$ cat config.mk
export PLATFORM = sky130hd
export DESIGN_NAME = sertx_top
export DESIGN_NICKNAME = d
export VERILOG_FILES = /design/src/rtl/sertx_pkg.sv /design/src/rtl/sertx_lfsr.sv /design/src/rtl/sertx_phase_buf.sv /design/src/rtl/sertx_top.sv
export VERILOG_INCLUDE_DIRS = /design/src /design/src/rtl
export SDC_FILE = /design/constraint.sdc
export NUM_CORES = 1
export LEC_CHECK = 0
export ABC_CLOCK_PERIOD_IN_PS = 2650
export BUFFER_PORTS_ARGS = -buffer_cell sky130_fd_sc_hd__buf_2
export CORE_ASPECT_RATIO = 0.7
export CORE_MARGIN = 5
export CORE_UTILIZATION = 45
export DETAILED_ROUTE_END_ITERATION = 8
export PLACE_DENSITY = 0.67
export SLEW_MARGIN = 30
export SYNTH_ARGS = -nofsm -noshare
export SYNTH_HDL_FRONTEND = slang
export SYNTH_SLANG_ARGS = --single-unit
$ cat constraint.sdc
create_clock -name clk -period 2.65 [get_ports clk]
set_input_delay 0.265 -clock clk [delete_from_list [all_inputs] [get_ports clk]]
set_output_delay 0.265 -clock clk [all_outputs]
set_load 0.02 [all_outputs]
$ cat src/rtl/sertx_defines.svh
// Purpose: shared constants of the serializer transmit path
// Assumes: included by bare name from every design file that needs it
// Notes:   definitions only
`ifndef SERTX_DEFINES_SVH
`define SERTX_DEFINES_SVH

// register map
`define SERTX_CTRL_OFF     8'h00
`define SERTX_STAT_OFF     8'h04

// control register fields
`define SERTX_CTRL_INSEL   0
`define SERTX_CTRL_RATE    1
`define SERTX_CTRL_SPD_LO  2
`define SERTX_CTRL_SPD_HI  3
`define SERTX_CTRL_DRV1    4
`define SERTX_CTRL_DRV2    5
`define SERTX_CTRL_BIST    6
`define SERTX_CTRL_PABRST  7
`define SERTX_CTRL_W       8
`define SERTX_CTRL_RST     8'h80

// status register fields
`define SERTX_STAT_ERR     0
`define SERTX_STAT_PWRDN   1
`define SERTX_STAT_RSVD    2
`define SERTX_STAT_BYPASS  3
`define SERTX_STAT_BIST    4
`define SERTX_STAT_W       5

// character values and clock multiplier factors
`define SERTX_ERR_CHAR     10'h278
`define SERTX_IDLE_CHAR    10'h000
`define SERTX_MULT_FULL    5'h0A
`define SERTX_MULT_HALF    5'h14

// self-test generator
`define SERTX_LFSR_SEED    9'h1FF
`define SERTX_LFSR_TAP_A   8
`define SERTX_LFSR_TAP_B   4

// phase-align buffer geometry
`define SERTX_PAB_DEPTH    4
`define SERTX_PAB_PTR_W    2
`define SERTX_PAB_CNT_W    3
`define SERTX_PAB_INIT_GAP 2'h2
`define SERTX_PAB_INIT_CNT 3'h2
`define SERTX_PAB_FULL     3'h4
`define SERTX_PAB_EMPTY    3'h0

// character clock output high time in system clocks
`define SERTX_CKO_HOLD     2'h2

`endif

$ cat src/rtl/sertx_pkg.sv
// Purpose: shared types of the serializer transmit path
// Assumes: nothing
// Notes:   constants live in sertx_defines.svh
package sertx_pkg;

  typedef logic [9:0] sertx_char_t;

  typedef enum logic [1:0] {
    SERTX_SPD_LOW,
    SERTX_SPD_MID,
    SERTX_SPD_HIGH,
    SERTX_SPD_UNUSED
  } sertx_speed_t;

endpackage

$ cat src/rtl/sertx_lfsr.sv
// Purpose: self-test character generator, 511-character period
// Assumes: step is a single-cycle pulse per character
// Notes:   polynomial x^9 + x^5 + 1, matched to the receive checker
`timescale 1ns/1ps
`include "sertx_defines.svh"

module sertx_lfsr
  import sertx_pkg::*;
(
  // clock and reset
  input  wire logic  clk,
  input  wire logic  rst_n,
  // control
  input  wire logic  enable,
  input  wire logic  step,
  // generated character
  output sertx_char_t char_out
);

  logic [8:0] state_reg;
  logic       feedback;

  assign feedback = state_reg[`SERTX_LFSR_TAP_A] ^ state_reg[`SERTX_LFSR_TAP_B];
  assign char_out = {feedback, state_reg};

  // reload seed whenever disabled so each run starts the same sequence
  always_ff @(posedge clk)
  begin
    if (!rst_n || !enable)
      state_reg <= `SERTX_LFSR_SEED;
    else if (step)
      state_reg <= {state_reg[7:0], feedback};
  end

endmodule

$ cat src/rtl/sertx_phase_buf.sv
// Purpose: phase-align buffer between capture strobe and character tick
// Assumes: wr_en and rd_en are single-cycle pulses on clk
// Notes:   error is sticky until init; starts half full to absorb drift
`timescale 1ns/1ps
`include "sertx_defines.svh"

module sertx_phase_buf
  import sertx_pkg::*;
(
  // clock and reset
  input  wire logic        clk,
  input  wire logic        rst_n,
  // control
  input  wire logic        init,
  // write side
  input  wire logic        wr_en,
  input  wire sertx_char_t wr_data,
  // read side
  input  wire logic        rd_en,
  output sertx_char_t      rd_data,
  output logic             error
);

  logic [`SERTX_PAB_PTR_W-1:0] wr_ptr_reg;
  logic [`SERTX_PAB_PTR_W-1:0] rd_ptr_reg;
  logic [`SERTX_PAB_CNT_W-1:0] cnt_reg;
  sertx_char_t                 mem [`SERTX_PAB_DEPTH];
  logic                        overflow;
  logic                        underflow;

  // one write port per entry
  for (genvar i = 0; i < `SERTX_PAB_DEPTH; i++)
  begin : g_entry
    always_ff @(posedge clk)
    begin
      if (wr_en && !overflow && (wr_ptr_reg == `SERTX_PAB_PTR_W'(i)))
        mem[i] <= wr_data;
    end
  end

  // drift of two characters either way empties or fills the ring
  assign overflow  = wr_en && !rd_en && (cnt_reg == `SERTX_PAB_FULL);
  assign underflow = rd_en && !wr_en && (cnt_reg == `SERTX_PAB_EMPTY);

  // pointers and fill level; init recentres the ring
  always_ff @(posedge clk)
  begin
    if (!rst_n || init)
    begin
      wr_ptr_reg <= `SERTX_PAB_INIT_GAP;
      rd_ptr_reg <= '0;
      cnt_reg    <= `SERTX_PAB_INIT_CNT;
    end
    else if (!error)
    begin
      if (wr_en && !overflow)
        wr_ptr_reg <= wr_ptr_reg + 1'b1;
      if (rd_en && !underflow)
        rd_ptr_reg <= rd_ptr_reg + 1'b1;
      if (wr_en && !rd_en && !overflow)
        cnt_reg <= cnt_reg + 1'b1;
      else if (rd_en && !wr_en && !underflow)
        cnt_reg <= cnt_reg - 1'b1;
    end
  end

  // read data register
  always_ff @(posedge clk)
  begin
    if (!rst_n || init)
      rd_data <= `SERTX_IDLE_CHAR;
    else if (rd_en && !underflow)
      rd_data <= mem[rd_ptr_reg];
  end

  // sticky error, cleared only by init or reset; a slip in the init cycle wins
  always_ff @(posedge clk)
  begin
    if (!rst_n)
      error <= 1'b0;
    else if (overflow || underflow)
      error <= 1'b1;
    else if (init)
      error <= 1'b0;
  end

endmodule

$ cat src/rtl/sertx_top.sv
// Purpose: transmit path of a serial-link serializer, sampled model
// Assumes: link clocks are far slower than clk and sampled by it
// Notes:   the bit clock is represented by its multiplier factor output
//
// Added by the designer: the address-and-strobe port and the register offsets.
`timescale 1ns/1ps
`include "sertx_defines.svh"

// Functional notes
// - input register captures on host clock if select 0, reference clock if 1
// - phase buffer used with host clock, or reference clock at half rate
// - reference clock capture at full rate bypasses the phase buffer
// - buffer absorbs up to two characters of host clock drift
// - drift beyond capacity raises sticky phase error until reinit
// - writing 0 to the phase buffer reset latch reinitializes it
// - after reinit the error drops and capture resumes correctly
// - while in error the fixed error character 1001111000 is sent repeatedly
// - self-test latch turns a register into a 511-character LFSR
// - reset clears the self-test enable latch
// - parallel inputs are ignored while self-test runs
// - bit clock is reference times 10 or 20 by rate select
// - character clock is generated and driven on its output
// - three speed ranges; low range with half rate is reserved
// - each serial driver is enabled alone; disabled means powered down
// - both drivers off powers down the channel transmit logic
// - reset disables all serial drivers
// - phase buffer reset is a dedicated configuration latch
module sertx_top
  import sertx_pkg::*;
(
  // clock and reset
  input  wire logic        clk,
  input  wire logic        rst_n,
  // register port
  input  wire logic [7:0]  reg_addr,
  input  wire logic [31:0] reg_wdata,
  input  wire logic        reg_wr,
  input  wire logic        reg_rd,
  output logic      [31:0] reg_rdata,
  // host parallel side
  input  wire logic        host_tx_input_clock,
  input  wire logic        tx_reference_clock,
  input  wire sertx_char_t tx_char_in,
  // status and clocks out
  output logic             tx_phase_error,
  output logic             tx_char_clock_out,
  output logic      [4:0]  tx_bit_mult,
  // serial side
  output sertx_char_t      tx_serial_char,
  output logic             tx_serial_strobe,
  output logic      [1:0]  tx_driver_enable,
  output logic             tx_logic_powered_down
);

  ////////////////////////////////////////////////////////////////////////////
  // declarations

  logic [`SERTX_CTRL_W-1:0] ctrl_reg;
  logic                     pab_init_reg;
  logic                     host_s1_reg;
  logic                     host_s2_reg;
  logic                     host_s3_reg;
  logic                     ref_s1_reg;
  logic                     ref_s2_reg;
  logic                     ref_s3_reg;
  sertx_char_t              data_s1_reg;
  sertx_char_t              data_s2_reg;
  sertx_char_t              in_reg;
  logic                     cap_q_reg;
  logic [1:0]               cko_cnt_reg;
  logic                     host_rise;
  logic                     ref_rise;
  logic                     ref_fall;
  logic                     insel;
  logic                     half_rate;
  logic                     selftest;
  logic                     bypass;
  logic                     use_buf;
  logic                     powered;
  logic                     capture;
  logic                     char_tick;
  logic                     buf_wr;
  logic                     buf_rd;
  logic                     buf_err;
  logic                     rsvd_combo;
  sertx_char_t              buf_data;
  sertx_char_t              lfsr_char;
  sertx_char_t              char_next;
  sertx_speed_t             speed;
  logic [`SERTX_STAT_W-1:0] status;

  ////////////////////////////////////////////////////////////////////////////
  // configuration decode

  assign insel      = ctrl_reg[`SERTX_CTRL_INSEL];
  assign half_rate  = ctrl_reg[`SERTX_CTRL_RATE];
  assign selftest   = ctrl_reg[`SERTX_CTRL_BIST];
  assign speed      = sertx_speed_t'(ctrl_reg[`SERTX_CTRL_SPD_HI:`SERTX_CTRL_SPD_LO]);
  assign bypass     = insel && !half_rate;
  assign use_buf    = !bypass;
  assign powered    = ctrl_reg[`SERTX_CTRL_DRV1] || ctrl_reg[`SERTX_CTRL_DRV2];
  assign rsvd_combo = (speed == SERTX_SPD_LOW) && half_rate;

  ////////////////////////////////////////////////////////////////////////////
  // register port

  // control latch; reset turns off drivers and self-test
  always_ff @(posedge clk)
  begin
    if (!rst_n)
      ctrl_reg <= `SERTX_CTRL_RST;
    else if (reg_wr && (reg_addr == `SERTX_CTRL_OFF))
      ctrl_reg <= reg_wdata[`SERTX_CTRL_W-1:0];
  end

  // a 0 written to the reset latch recentres the phase buffer
  always_ff @(posedge clk)
  begin
    if (!rst_n)
      pab_init_reg <= 1'b0;
    else
      pab_init_reg <= reg_wr && (reg_addr == `SERTX_CTRL_OFF)
                      && !reg_wdata[`SERTX_CTRL_PABRST];
  end

  // status word
  always_comb
  begin
    status                     = '0;
    status[`SERTX_STAT_ERR]    = tx_phase_error;
    status[`SERTX_STAT_PWRDN]  = tx_logic_powered_down;
    status[`SERTX_STAT_RSVD]   = rsvd_combo;
    status[`SERTX_STAT_BYPASS] = bypass;
    status[`SERTX_STAT_BIST]   = selftest;
  end

  // read data, one cycle after the strobe; unmapped reads return zero
  always_ff @(posedge clk)
  begin
    if (!rst_n)
      reg_rdata <= '0;
    else if (reg_rd)
    begin
      case (reg_addr)
        `SERTX_CTRL_OFF: reg_rdata <= {{(32-`SERTX_CTRL_W){1'b0}}, ctrl_reg};
        `SERTX_STAT_OFF: reg_rdata <= {{(32-`SERTX_STAT_W){1'b0}}, status};
        default:         reg_rdata <= '0;
      endcase
    end
    else
      reg_rdata <= '0;
  end

  ////////////////////////////////////////////////////////////////////////////
  // pin synchronisers

  // two synchroniser flops per pin plus an edge flop on each clock; data delayed alike so it lines up with its clock
  always_ff @(posedge clk)
  begin
    if (!rst_n)
    begin
      host_s1_reg <= 1'b0;
      host_s2_reg <= 1'b0;
      host_s3_reg <= 1'b0;
      ref_s1_reg  <= 1'b0;
      ref_s2_reg  <= 1'b0;
      ref_s3_reg  <= 1'b0;
      data_s1_reg <= `SERTX_IDLE_CHAR;
      data_s2_reg <= `SERTX_IDLE_CHAR;
    end
    else
    begin
      host_s1_reg <= host_tx_input_clock;
      host_s2_reg <= host_s1_reg;
      host_s3_reg <= host_s2_reg;
      ref_s1_reg  <= tx_reference_clock;
      ref_s2_reg  <= ref_s1_reg;
      ref_s3_reg  <= ref_s2_reg;
      data_s1_reg <= tx_char_in;
      data_s2_reg <= data_s1_reg;
    end
  end

  assign host_rise = host_s2_reg && !host_s3_reg;
  assign ref_rise  = ref_s2_reg && !ref_s3_reg;
  assign ref_fall  = !ref_s2_reg && ref_s3_reg;

  ////////////////////////////////////////////////////////////////////////////
  // clock multiplier: character tick and bit-rate factor

  // half-rate reference gives a character on each of its edges
  assign char_tick = powered && (half_rate ? (ref_rise || ref_fall) : ref_rise);

  // factor of the bit clock over the reference
  always_ff @(posedge clk)
  begin
    if (!rst_n)
      tx_bit_mult <= `SERTX_MULT_FULL;
    else
      tx_bit_mult <= half_rate ? `SERTX_MULT_HALF : `SERTX_MULT_FULL;
  end

  // character clock out: short high pulse per character, fixed width
  always_ff @(posedge clk)
  begin
    if (!rst_n)
    begin
      cko_cnt_reg       <= '0;
      tx_char_clock_out <= 1'b0;
    end
    else if (char_tick)
    begin
      cko_cnt_reg       <= `SERTX_CKO_HOLD;
      tx_char_clock_out <= 1'b1;
    end
    else if (cko_cnt_reg != '0)
    begin
      cko_cnt_reg       <= cko_cnt_reg - 1'b1;
      tx_char_clock_out <= (cko_cnt_reg != 2'h1);
    end
  end

  ////////////////////////////////////////////////////////////////////////////
  // input register

  assign capture = (insel ? ref_rise : host_rise) && !selftest && powered;

  // capture register plus a delayed strobe for the buffer write
  always_ff @(posedge clk)
  begin
    if (!rst_n)
    begin
      in_reg    <= `SERTX_IDLE_CHAR;
      cap_q_reg <= 1'b0;
    end
    else
    begin
      cap_q_reg <= capture;
      if (capture)
        in_reg <= data_s2_reg;
    end
  end

  ////////////////////////////////////////////////////////////////////////////
  // phase-align buffer and self-test generator

  assign buf_wr = cap_q_reg && use_buf;
  assign buf_rd = char_tick && use_buf && !selftest;

  sertx_phase_buf u_phase_buf (
    .clk     (clk),
    .rst_n   (rst_n),
    .init    (pab_init_reg),
    .wr_en   (buf_wr),
    .wr_data (in_reg),
    .rd_en   (buf_rd),
    .rd_data (buf_data),
    .error   (buf_err)
  );

  sertx_lfsr u_lfsr (
    .clk      (clk),
    .rst_n    (rst_n),
    .enable   (selftest),
    .step     (char_tick),
    .char_out (lfsr_char)
  );

  // error outranks self-test so a broken link is never masked
  always_comb
  begin
    if (buf_err && use_buf)
      char_next = `SERTX_ERR_CHAR;
    else if (selftest)
      char_next = lfsr_char;
    else if (bypass)
      char_next = in_reg;
    else
      char_next = buf_data;
  end

  ////////////////////////////////////////////////////////////////////////////
  // transmit shifter and drivers

  // one character per tick; frozen while the channel is powered down
  always_ff @(posedge clk)
  begin
    if (!rst_n)
    begin
      tx_serial_char   <= `SERTX_IDLE_CHAR;
      tx_serial_strobe <= 1'b0;
    end
    else
    begin
      tx_serial_strobe <= char_tick;
      if (char_tick)
        tx_serial_char <= char_next;
    end
  end

  // error flag, driver enables and power state
  always_ff @(posedge clk)
  begin
    if (!rst_n)
    begin
      tx_phase_error        <= 1'b0;
      tx_driver_enable      <= 2'h0;
      tx_logic_powered_down <= 1'b1;
    end
    else
    begin
      tx_phase_error        <= buf_err && use_buf;
      tx_driver_enable      <= {ctrl_reg[`SERTX_CTRL_DRV2], ctrl_reg[`SERTX_CTRL_DRV1]};
      tx_logic_powered_down <= !powered;
    end
  end

endmodule

# Word level (Yosys, flattened, before mapping)
# Memory sizes are Yosys's and may differ from the RTL's. A register that Yosys moved wholly into a read port is not among the register bits.
# Index checks and enable logic that the tools add are counted.
# Widths: inputs -> output; s select.
[totals] register_bits=118 ram_bits=40 output_inout_bits=53 mem_count=1
[mem_list] name="u_phase_buf.mem" words=4 word_bits=10 read_ports=1 rd_clocked_by_memory_dff=1 write_ports=1 line_no="sertx_phase_buf.sv:27" source="sertx_char_t mem [`SERTX_PAB_DEPTH];"
[classes] n_addsub=5 n_eq_ne=6 mux=32 bitwise_logic=3 reduce_logical=60
[ops] cell="$mux 10" count=6
[ops] cell="$reduce_or 10->1" count=3
[ops] cell="$logic_and 1x1->1" count=26
[ops] cell="$mux 1" count=17
[ops] cell="$pmux 8 s2" count=1
[ops] cell="$logic_not 1->1" count=13
[ops] cell="$mux 2" count=5
[ops] cell="$eq 8x3->1 const B" count=1
[ops] cell="$logic_not 8->1" count=1
[ops] cell="$reduce_and 2->1" count=4
[ops] cell="$reduce_bool 2->1" count=4
[ops] cell="$mux 3" count=2
[ops] cell="$logic_or 1x1->1" count=5
[ops] cell="$mux 5" count=1
[ops] cell="$add 2x1->2 const B" count=2
[ops] cell="$eq 2x2->1 const B" count=2
[ops] cell="$logic_not 2->1" count=2
[ops] cell="$add 3x1->3 const B" count=1
[ops] cell="$eq 3x3->1 const B" count=1
[ops] cell="$logic_not 3->1" count=1
[ops] cell="$sub 3x1->3 const B" count=1
[ops] cell="$eq 2x1->1 const B" count=1
[ops] cell="$ne 2x1->1 const B" count=1
[ops] cell="$not 1->1" count=2
[ops] cell="3 further kinds" count=3

# Depth between registers and ports, before layout
# Gate-level depths: netlist of the first run.
[logic_depth] depth_word=19 depth_mapped=11 depth_no_buf=10

# Hierarchy
# Synthesis of the first run repeated with hierarchy kept, for this count alone.
[unflattened] hier_cells=485 area_unflattened_um2=5630.4
[modules_own_cells] module="sertx_top" n_inst=1 cells_each=298 area_per_inst_um2=2950.3 seq_area_each_um2=1481.4
[modules_own_cells] module="sertx_phase_buf" n_inst=1 cells_each=154 area_per_inst_um2=2319.7 seq_area_each_um2=1561.5
[modules_own_cells] module="sertx_lfsr" n_inst=1 cells_each=33 area_per_inst_um2=360.3 seq_area_each_um2=180.2

# Worst setup path before layout of the first run
# OpenSTA, ideal clock, no wires.
[synth_timing] kind="reg-to-reg" start="register ref_s3_reg" end="register u_phase_buf.cnt_reg[2]" setup_time_ns=0.070 arrival_time_ns=2.099 t_required_ns=2.580 path_slack_ns=0.481 stages_incl_launch_ff=12 cell_sequence="dfxtp_1 inv_1 ha_1 nand2b_2 a21o_1 buf_6 nand4_1 fa_1 nor3_1 mux2i_1 or3_1 a21oi_1"
[synth_between] elab_chain_len=14 word_cells_on_any_way=20 classes_between="mux (2); reduce/logical (18)"
[synth_lines] element="start, declared" line_no="sertx_top.sv:65" source="logic ref_s3_reg;"
[synth_lines] element="start signal, assigned" line_no="sertx_top.sv:178" source="ref_s3_reg <= ref_s2_reg;"
[synth_lines] element="$logic_not 1->1" line_no="sertx_top.sv:185" source="assign ref_rise = ref_s2_reg && !ref_s3_reg;"
[synth_lines] element="$logic_and 1x1->1" line_no="sertx_top.sv:185"
[synth_lines] element="$logic_or 1x1->1" line_no="sertx_top.sv:192" source="assign char_tick = powered && (half_rate ? (ref_rise || ref_fall) : ref_rise);"
[synth_lines] element="$mux 1 (*)" line_no="sertx_top.sv:192"
[synth_lines] element="$logic_and 1x1->1 (*)" line_no="sertx_top.sv:192"
[synth_lines] element="$logic_and 1x1->1 (*) (2 in a row)" line_no="sertx_top.sv:248" source="assign buf_rd = char_tick && use_buf && !selftest;"
[synth_lines] element="$logic_not 1->1" line_no="sertx_phase_buf.sv:42, sertx_phase_buf.sv:60"
[synth_lines] element="$logic_and 1x1->1" line_no="sertx_phase_buf.sv:42, sertx_phase_buf.sv:60"
[synth_lines] element="$logic_and 1x1->1" line_no="sertx_phase_buf.sv:42" source="assign overflow = wr_en && !rd_en && (cnt_reg == `SERTX_PAB_FULL);"
[synth_lines] element="$logic_not 1->1" line_no="sertx_phase_buf.sv:60" source="if (wr_en && !rd_en && !overflow)"
[synth_lines] element="$logic_and 1x1->1" line_no="sertx_phase_buf.sv:60"
[synth_lines] element="$reduce_bool 2->1 (no source line)"
[synth_lines] element="$reduce_and 2->1 (no source line)"
[synth_lines] element="end signal, assigned" line_no="sertx_phase_buf.sv:52" source="cnt_reg <= `SERTX_PAB_INIT_CNT;"
[synth_lines] element="end signal, assigned" line_no="sertx_phase_buf.sv:61" source="cnt_reg <= cnt_reg + 1'b1;"
[synth_lines] element="end signal, assigned" line_no="sertx_phase_buf.sv:63" source="cnt_reg <= cnt_reg - 1'b1;"
[synth_lines] element="end, declared" line_no="sertx_phase_buf.sv:26" source="logic [`SERTX_PAB_CNT_W-1:0] cnt_reg;"
# Mark *: on every way between the ends. The rest lies on a longest branch, timed or not.
# A chain may end at the register's enable or synchronous reset.

# Worst setup path after layout of the first run
# Ends and elaborated chain as after synthesis.

==> results.yml, run 1 <==
yosys:
  yosys_warnings: 0
  netlist-cell-type-count: 54
  yosysTopAreaCell: "dfxtp_1"
  synth_seq_area_share_pct: 58.0
  synth_top_area_share_pct: 36.4
  synth_enable_flop_cells: 40
  yosys_register_bits: 141
  synth_ff_type: "dfxtp_1"
  netlist_instances: 486
  synth_area_leaders: "dfxtp_1 36%, edfxtp_1 22%, mux2i_1 5.4%"
  yosysMostFrequentCell: "dfxtp_1"
  async_flop_share_pct: 0
  syn-cell-area_um2: 5560
  synth.avg_cell_area_um2: 11.4
  netlist_top_cells_count: "101 x dfxtp_1, 40 x edfxtp_1, 38 x nor2_1"
floorplanning:
  ioPinCount: 109
  die_area_um2: 14700
  core_area_um2: 12300
  row_count: 34
  die_height_um: 103
  initial_utilization_pct: 45.4
  die_w_um: 143
pwr:
  power.density_nw_per_um2: 700
  peakVddDrop_mv: 0.549
  p_leak_uw: 0.00253
place:
  dp_cells: 693
  dp_hpwl_mm: 7.57
  place_congestion: 0.770
  io_buffers: 59
worst_setup_path:
  r2r_slack_ns: 0.34
  r2r_end: "u_phase_buf.cnt_reg[2]$_SDFFE_PP0P_"
  crit_end: "u_phase_buf.cnt_reg[2]$_SDFFE_PP0P_"
  cp_data_arrival_time_ns: 2.63
  cp-end-kind: "flop"
  reg2reg_depth: 10
  cp-startpoint: "ref_s3_reg$_SDFF_PN0_"
  required_ns: 2.97
  worstSetupStartpointType: "flop"
  worstReg2RegStart: "ref_s3_reg$_SDFF_PN0_"
  cp_max_fo: 4
  path_class: "reg2reg"
finish:
  utilization_pct: 53.1
  instances_no_fill: 725
  largest_reg_flops: 40
  drive_above_1_share_pct: 23.1
  area_growth_syn_to_layout_pct: 16.9
  nets: 612
  n_antenna_cell: 0
  largest-register: "u_phase_buf.mem"
clock_network:
  cts_resized: 0
  cts_buffer_depth: 2
  cts_htree_levels: 4
  clock-root-buffer: "clkbuf_16"
  ctsHoldBuffers: 0
  cts_tree: "done"
  clkSlewWorstSetupHoldPaths_ns: 0.06
  cts_buffers: 17
  clock_sinks: 141
  postCtsSetupBuffers: 0
  insertion_delay_ns: 0.41
timing:
  setup_viol: 0
  tightest_slew_ns: 0.785
  finalMaxSlewViolations: 0
  clock.fmax_mhz: 434
  hold_viol: 0
  holdWs_ns: 0.0420
  tns_ns: 0
  fin_crit_ns: 2.31
  finalCritPeriodShare_pct: 87.0
  fin_skew_ns: 0.00625
  grt_setup_unrepaired: "false"
  slew_headroom_pct: 47.7
routing:
  drt_first_pass_iters: 4
  num_vias: 3542
  drc: 0
  wl_per_cell_um: 15.2
  viasPerCell: 4.89
  ant_nets: 0
  drtIter0Drc: 244
  wl_mm: 11.0
outcome:
  outcome: "finished clean"
grt:
  grt_pass1_wl_mm: 17.5
  antenna_found_initial: 0
  grt_pass1_vias: 3385
  grt_start_max_net_pins: 37
  grt.total_usage_pct: 15.6
  grt-ovfl-total: 0
worst_hold_path:
  hold_class: "in2reg"
flow_run:
  maxCapViolCount: 0
worst max-delay path: stages, from the launching register on:
cell and delay [ns]:
dfxtp_1 0.30, inv_1 0.04, ha_1 0.26, nand2b_2 0.15
a21o_1 0.18, nand4_1 0.14, fa_1 0.41, nor3_1 0.19
mux2i_1 0.10, or3_1 0.32, a21oi_1 0.14
per-stage QoR:
stage	total power, µW	cell area, µm²	setup WS (ns)
floorplan	2370	5650	0.481
global placement	2380	5930	0.466
detailed placement	2380	5930	0.389
CTS	4600	6500	0.361
global route	4710	6500	0.133
finish	4550	6500	0.344
how the worst min path moves through the flow:
| stage | from | to | depth (start not counted) |
|---|---|---|---|
| 2_1_floorplan | reg_wdata[7] | pab_init_reg$_SDFF_PN0_ | 1 |
| 3_5_place_dp | data_s1_reg[7]$_SDFF_PN0_ | data_s2_reg[7]$_SDFF_PN0_ | 1 |
| 6_report | reg_wdata[7] | pab_init_reg$_SDFF_PN0_ | 2 |
| 5_1_grt | reg_wdata[7] | pab_init_reg$_SDFF_PN0_ | 2 |
| 3_3_place_gp | data_s1_reg[8]$_SDFF_PN0_ | data_s2_reg[8]$_SDFF_PN0_ | 1 |
| 4_1_cts | reg_wdata[7] | pab_init_reg$_SDFF_PN0_ | 2 |
kinds of logic (layout without fill, tap and decap cells):
group / Yosys count / after routing / synth area share, %
compound gates: 55 / 55 / 6.55
xor+xnor: 5 / 5 / 0.787
fa+ha+maj: 6 / 6 / 1.48
buf+inv: 59 / 112 / 6.37
flops: 141 / 141 / 58.0
mux: 41 / 41 / 9.65
other cells: 1 / 25 / 0.0674
simple gates: 178 / 178 / 17.1
where the power goes:
part	switching (µW)	leakage, µW	total [µW]	internal [µW]
combinational	68.3	0.00106	105	36.7
sequential	4.33	0.00119	2230	2220
clock	872	0.000278	2220	1350
total	944	0.00253	4550	3610
final cells by class:
| class | count | area, µm² |
|---|---|---|
| fillers | 1073 | 5750 |
| clock buffers | 19 | 454 |
| multi-input cells | 310 | 2070 |
| repair buffers | 75 | 415 |
| flip-flops and latches | 141 | 3220 |
| well taps | 162 | 203 |
| clock inverters | 13 | 113 |
| inverters | 5 | 18.8 |
placed cells by master, fill, tap and decap left out, types with 3 or more instances in the layout:
cell type and count:
buf_4 16, o21ai_0 14, nor2b_1 19, inv_1 5
a22oi_1 10, clkbuf_16 18, nand3_1 17, a21boi_0 7
xnor2_1 4, edfxtp_1 40, ha_1 5, nor3_1 3
mux4_2 10, conb_1 25, a21oi_1 13, clkinv_2 4
nand2b_1 4, and2_1 37, and3_1 5, dfxtp_1 101
mux2i_1 30, nand2_1 37, buf_2 59, nor2_1 38
metal layers:
layer  track usage [%]  vias to the layer above  wire length, µm
li1                  -                     1757                -
met1              21.3                     1714             5210
met2              24.5                       62             5260
met3              4.36                        9              425
met4              5.04                        0               95
met5                 0                        -                0
Power figures use the tool's default switching activity.
==> run 2, diff against run 1 <==
--- a/config.mk
+++ b/config.mk
@@ -7,12 +7,11 @@
 export NUM_CORES = 1
 export LEC_CHECK = 0
 export ABC_CLOCK_PERIOD_IN_PS = 2650
-export BUFFER_PORTS_ARGS = -buffer_cell sky130_fd_sc_hd__buf_2
 export CORE_ASPECT_RATIO = 0.7
 export CORE_MARGIN = 5
 export CORE_UTILIZATION = 45
 export DETAILED_ROUTE_END_ITERATION = 8
-export PLACE_DENSITY = 0.67
+export DONT_BUFFER_PORTS = 1
 export SLEW_MARGIN = 30
 export SYNTH_ARGS = -nofsm -noshare
 export SYNTH_HDL_FRONTEND = slang
==> results.yml, run 2 (same netlist as run 1, synthesis figures left out) <==
place:
  dp_hpwl_mm: 7.16
  io_buffers: 0
  place_congestion: 0.761
pwr:
  clkPwrFrac_pct: 50.1
  power.density_nw_per_um2: 726
  internal_power_uw: 3690
  peakVddDrop_mv: 0.483
  comb_power_share_pct: 2.1
  switchingPower_uw: 971
  swShare_pct: 20.8
  p_leak_uw: 0.00235
  p_seq_share_pct: 47.7
routing:
  wl_mm: 11.1
  viasPerCell: 4.95
  drtIter0Drc: 220
  drt_first_pass_iters: 4
  dr_wl_met2_mm: 5.13
  top_layer: "met4"
  wl_met1_mm: 5.29
  num_vias: 3384
  drc: 0
  dr_wl_met3_um: 586
  ant_nets: 0
  wl_per_cell_um: 16.3
floorplanning:
  row_count: 34
  ioPinCount: 109
  core_area_um2: 12300
  initial_utilization_pct: 45.4
  die_w_um: 143
  die_height_um: 103
  die_area_um2: 14700
timing:
  slew_headroom_pct: 47.8
  fin_skew_ns: 0.00737
  tns_ns: 0
  clock.fmax_mhz: 440
  setup_viol: 0
  grt_setup_unrepaired: "false"
  hold_viol: 0
  finalMaxSlewViolations: 0
  finalCritPeriodShare_pct: 85.8
  holdWs_ns: 0.00926
  fin_crit_ns: 2.27
  tightest_slew_ns: 0.782
clock_network:
  insertion_delay_ns: 0.41
  clock-root-buffer: "clkbuf_16"
  cts_buffers: 17
  cts_tree: "done"
  cts_resized: 0
  clock_sinks: 141
  cts_buffer_depth: 2
  clkSlewWorstSetupHoldPaths_ns: 0.06
  cts_htree_levels: 4
worst_setup_path:
  r2r_slack_ns: 0.38
  path_class: "reg2reg"
  slowest_stage: "fa_1"
  worstReg2RegStart: "ref_s3_reg$_SDFF_PN0_"
  cp-startpoint: "ref_s3_reg$_SDFF_PN0_"
  r2r_end: "u_phase_buf.cnt_reg[2]$_SDFFE_PP0P_"
  reg2reg_depth: 10
  cp_cell_sequence: "inv_1, ha_1, nand2b_2, a21o_1, nand4_1, fa_1, nor3_1, mux2i_1, or3_1, a21oi_1"
  worstSetupStartpointType: "flop"
  cp_data_arrival_time_ns: 2.60
  required_ns: 2.98
  cp_max_fo: 4
  slowest_delay_ns: 0.40
  cp-end-kind: "flop"
finish:
  utilization_pct: 52.5
  largest_reg_flops: 40
  final_common_cell: "dfxtp_1"
  fillCellCount: 1058
  nets: 571
  drive_above_1_share_pct: 13.8
  final_cell_mix: "101 x dfxtp_1, 40 x edfxtp_1, 38 x nor2_1"
  largest-register: "u_phase_buf.mem"
  area_growth_syn_to_layout_pct: 15.5
  n_antenna_cell: 0
flow_run:
  maxCapViolCount: 0
grt:
  grt.total_usage_pct: 15.8
  grt-ovfl-total: 0
  grt_start_max_net_pins: 62
  grt_pass1_vias: 3242
  grt_pass1_wl_mm: 17.5
  antenna_found_initial: 0
outcome:
  outcome: "finished clean"
worst_hold_path:
  holdPathEnd: "tx_bit_mult[2]$_SDFF_PN0_"
  hold_path_depth: 1
  hold_class: "in2reg"
  hp-start: "rst_n"
[run 2: changes by cell type in the layout (fill, tap and decap cells not counted), sizes merged]
cell         delta
buf            -59
clkbuf          +2
clkinv          -1
dlygate4sd3    +18
clkinvlp        -1
[run 2: layout make-up]
| cell class | count | area, µm² | area share (%) |
|---|---|---|---|
| Clock inverter | 11 | 101 | 1.58 |
| Timing Repair Buffer | 34 | 313 | 4.87 |
| Inverter | 5 | 18.8 | 0.292 |
| Clock buffer | 21 | 493 | 7.67 |
| Tap cell | 162 | 203 | 3.15 |
| Sequential cell | 141 | 3220 | 50.2 |
| Multi-Input combinational cell | 310 | 2070 | 32.3 |
[run 2: power by group through the flow]
stage	sequential [µW]	clock (µW)	combinational (µW)
finish	2230	2340	99.8
global route	2230	2480	110
floorplan	2270	0	100
detailed placement	2270	0	65.5
global placement	2270	0	64.8
CTS	2230	2380	98.4
[run 2: worst max-delay path by stage]
stage	endpoint	slack, ns	depth (start not counted)
5_1_grt	u_phase_buf.cnt_reg[2]$_SDFFE_PP0P_	0.23	10
3_5_place_dp	u_phase_buf.cnt_reg[2]$_SDFFE_PP0P_	0.41	10
6_report	u_phase_buf.cnt_reg[2]$_SDFFE_PP0P_	0.38	10
4_1_cts	u_phase_buf.cnt_reg[2]$_SDFFE_PP0P_	0.38	10
3_3_place_gp	u_phase_buf.cnt_reg[2]$_SDFFE_PP0P_	0.46	10
2_1_floorplan	u_phase_buf.cnt_reg[2]$_SDFFE_PP0P_	0.48	11
[run 2: routing by layer]
layer | vias up | track usage, %
met1 | 1626 | 21.8
met3 | 9 | 4.45
met5 | - | 0
met2 | 75 | 23.8
li1 | 1674 | -
met4 | 0 | 5.92
[run 2: metrics by stage]
| step | setup WS [ns] | instances | power (µW) | area (µm²) |
|---|---|---|---|---|
| 2_1_floorplan | 0.481 | 510 | 2370 | 5650 |
| 3_3_place_gp | 0.462 | 633 | 2340 | 5630 |
| 3_5_place_dp | 0.412 | 633 | 2340 | 5630 |
| 4_1_cts | 0.379 | 683 | 4710 | 6420 |
| 5_1_grt | 0.226 | 684 | 4820 | 6430 |
| 6_report | 0.377 | 684 | 4660 | 6430 |
[run 2: worst max-delay path: cells and delay by family (launching register included)]
kind | cells | cell delay, ns
compound gates | 2 | 0.30
fa+ha+maj | 2 | 0.66
buf+inv | 1 | 0.04
flops | 1 | 0.31
mux | 1 | 0.11
simple gates | 4 | 0.76
[run 2: repair_timing]
item / 4_1_cts / 5_1_grt
setup buffers: 0 / 0
hold endpoints to repair: 62 / 1
hold buffers: 18 / 1
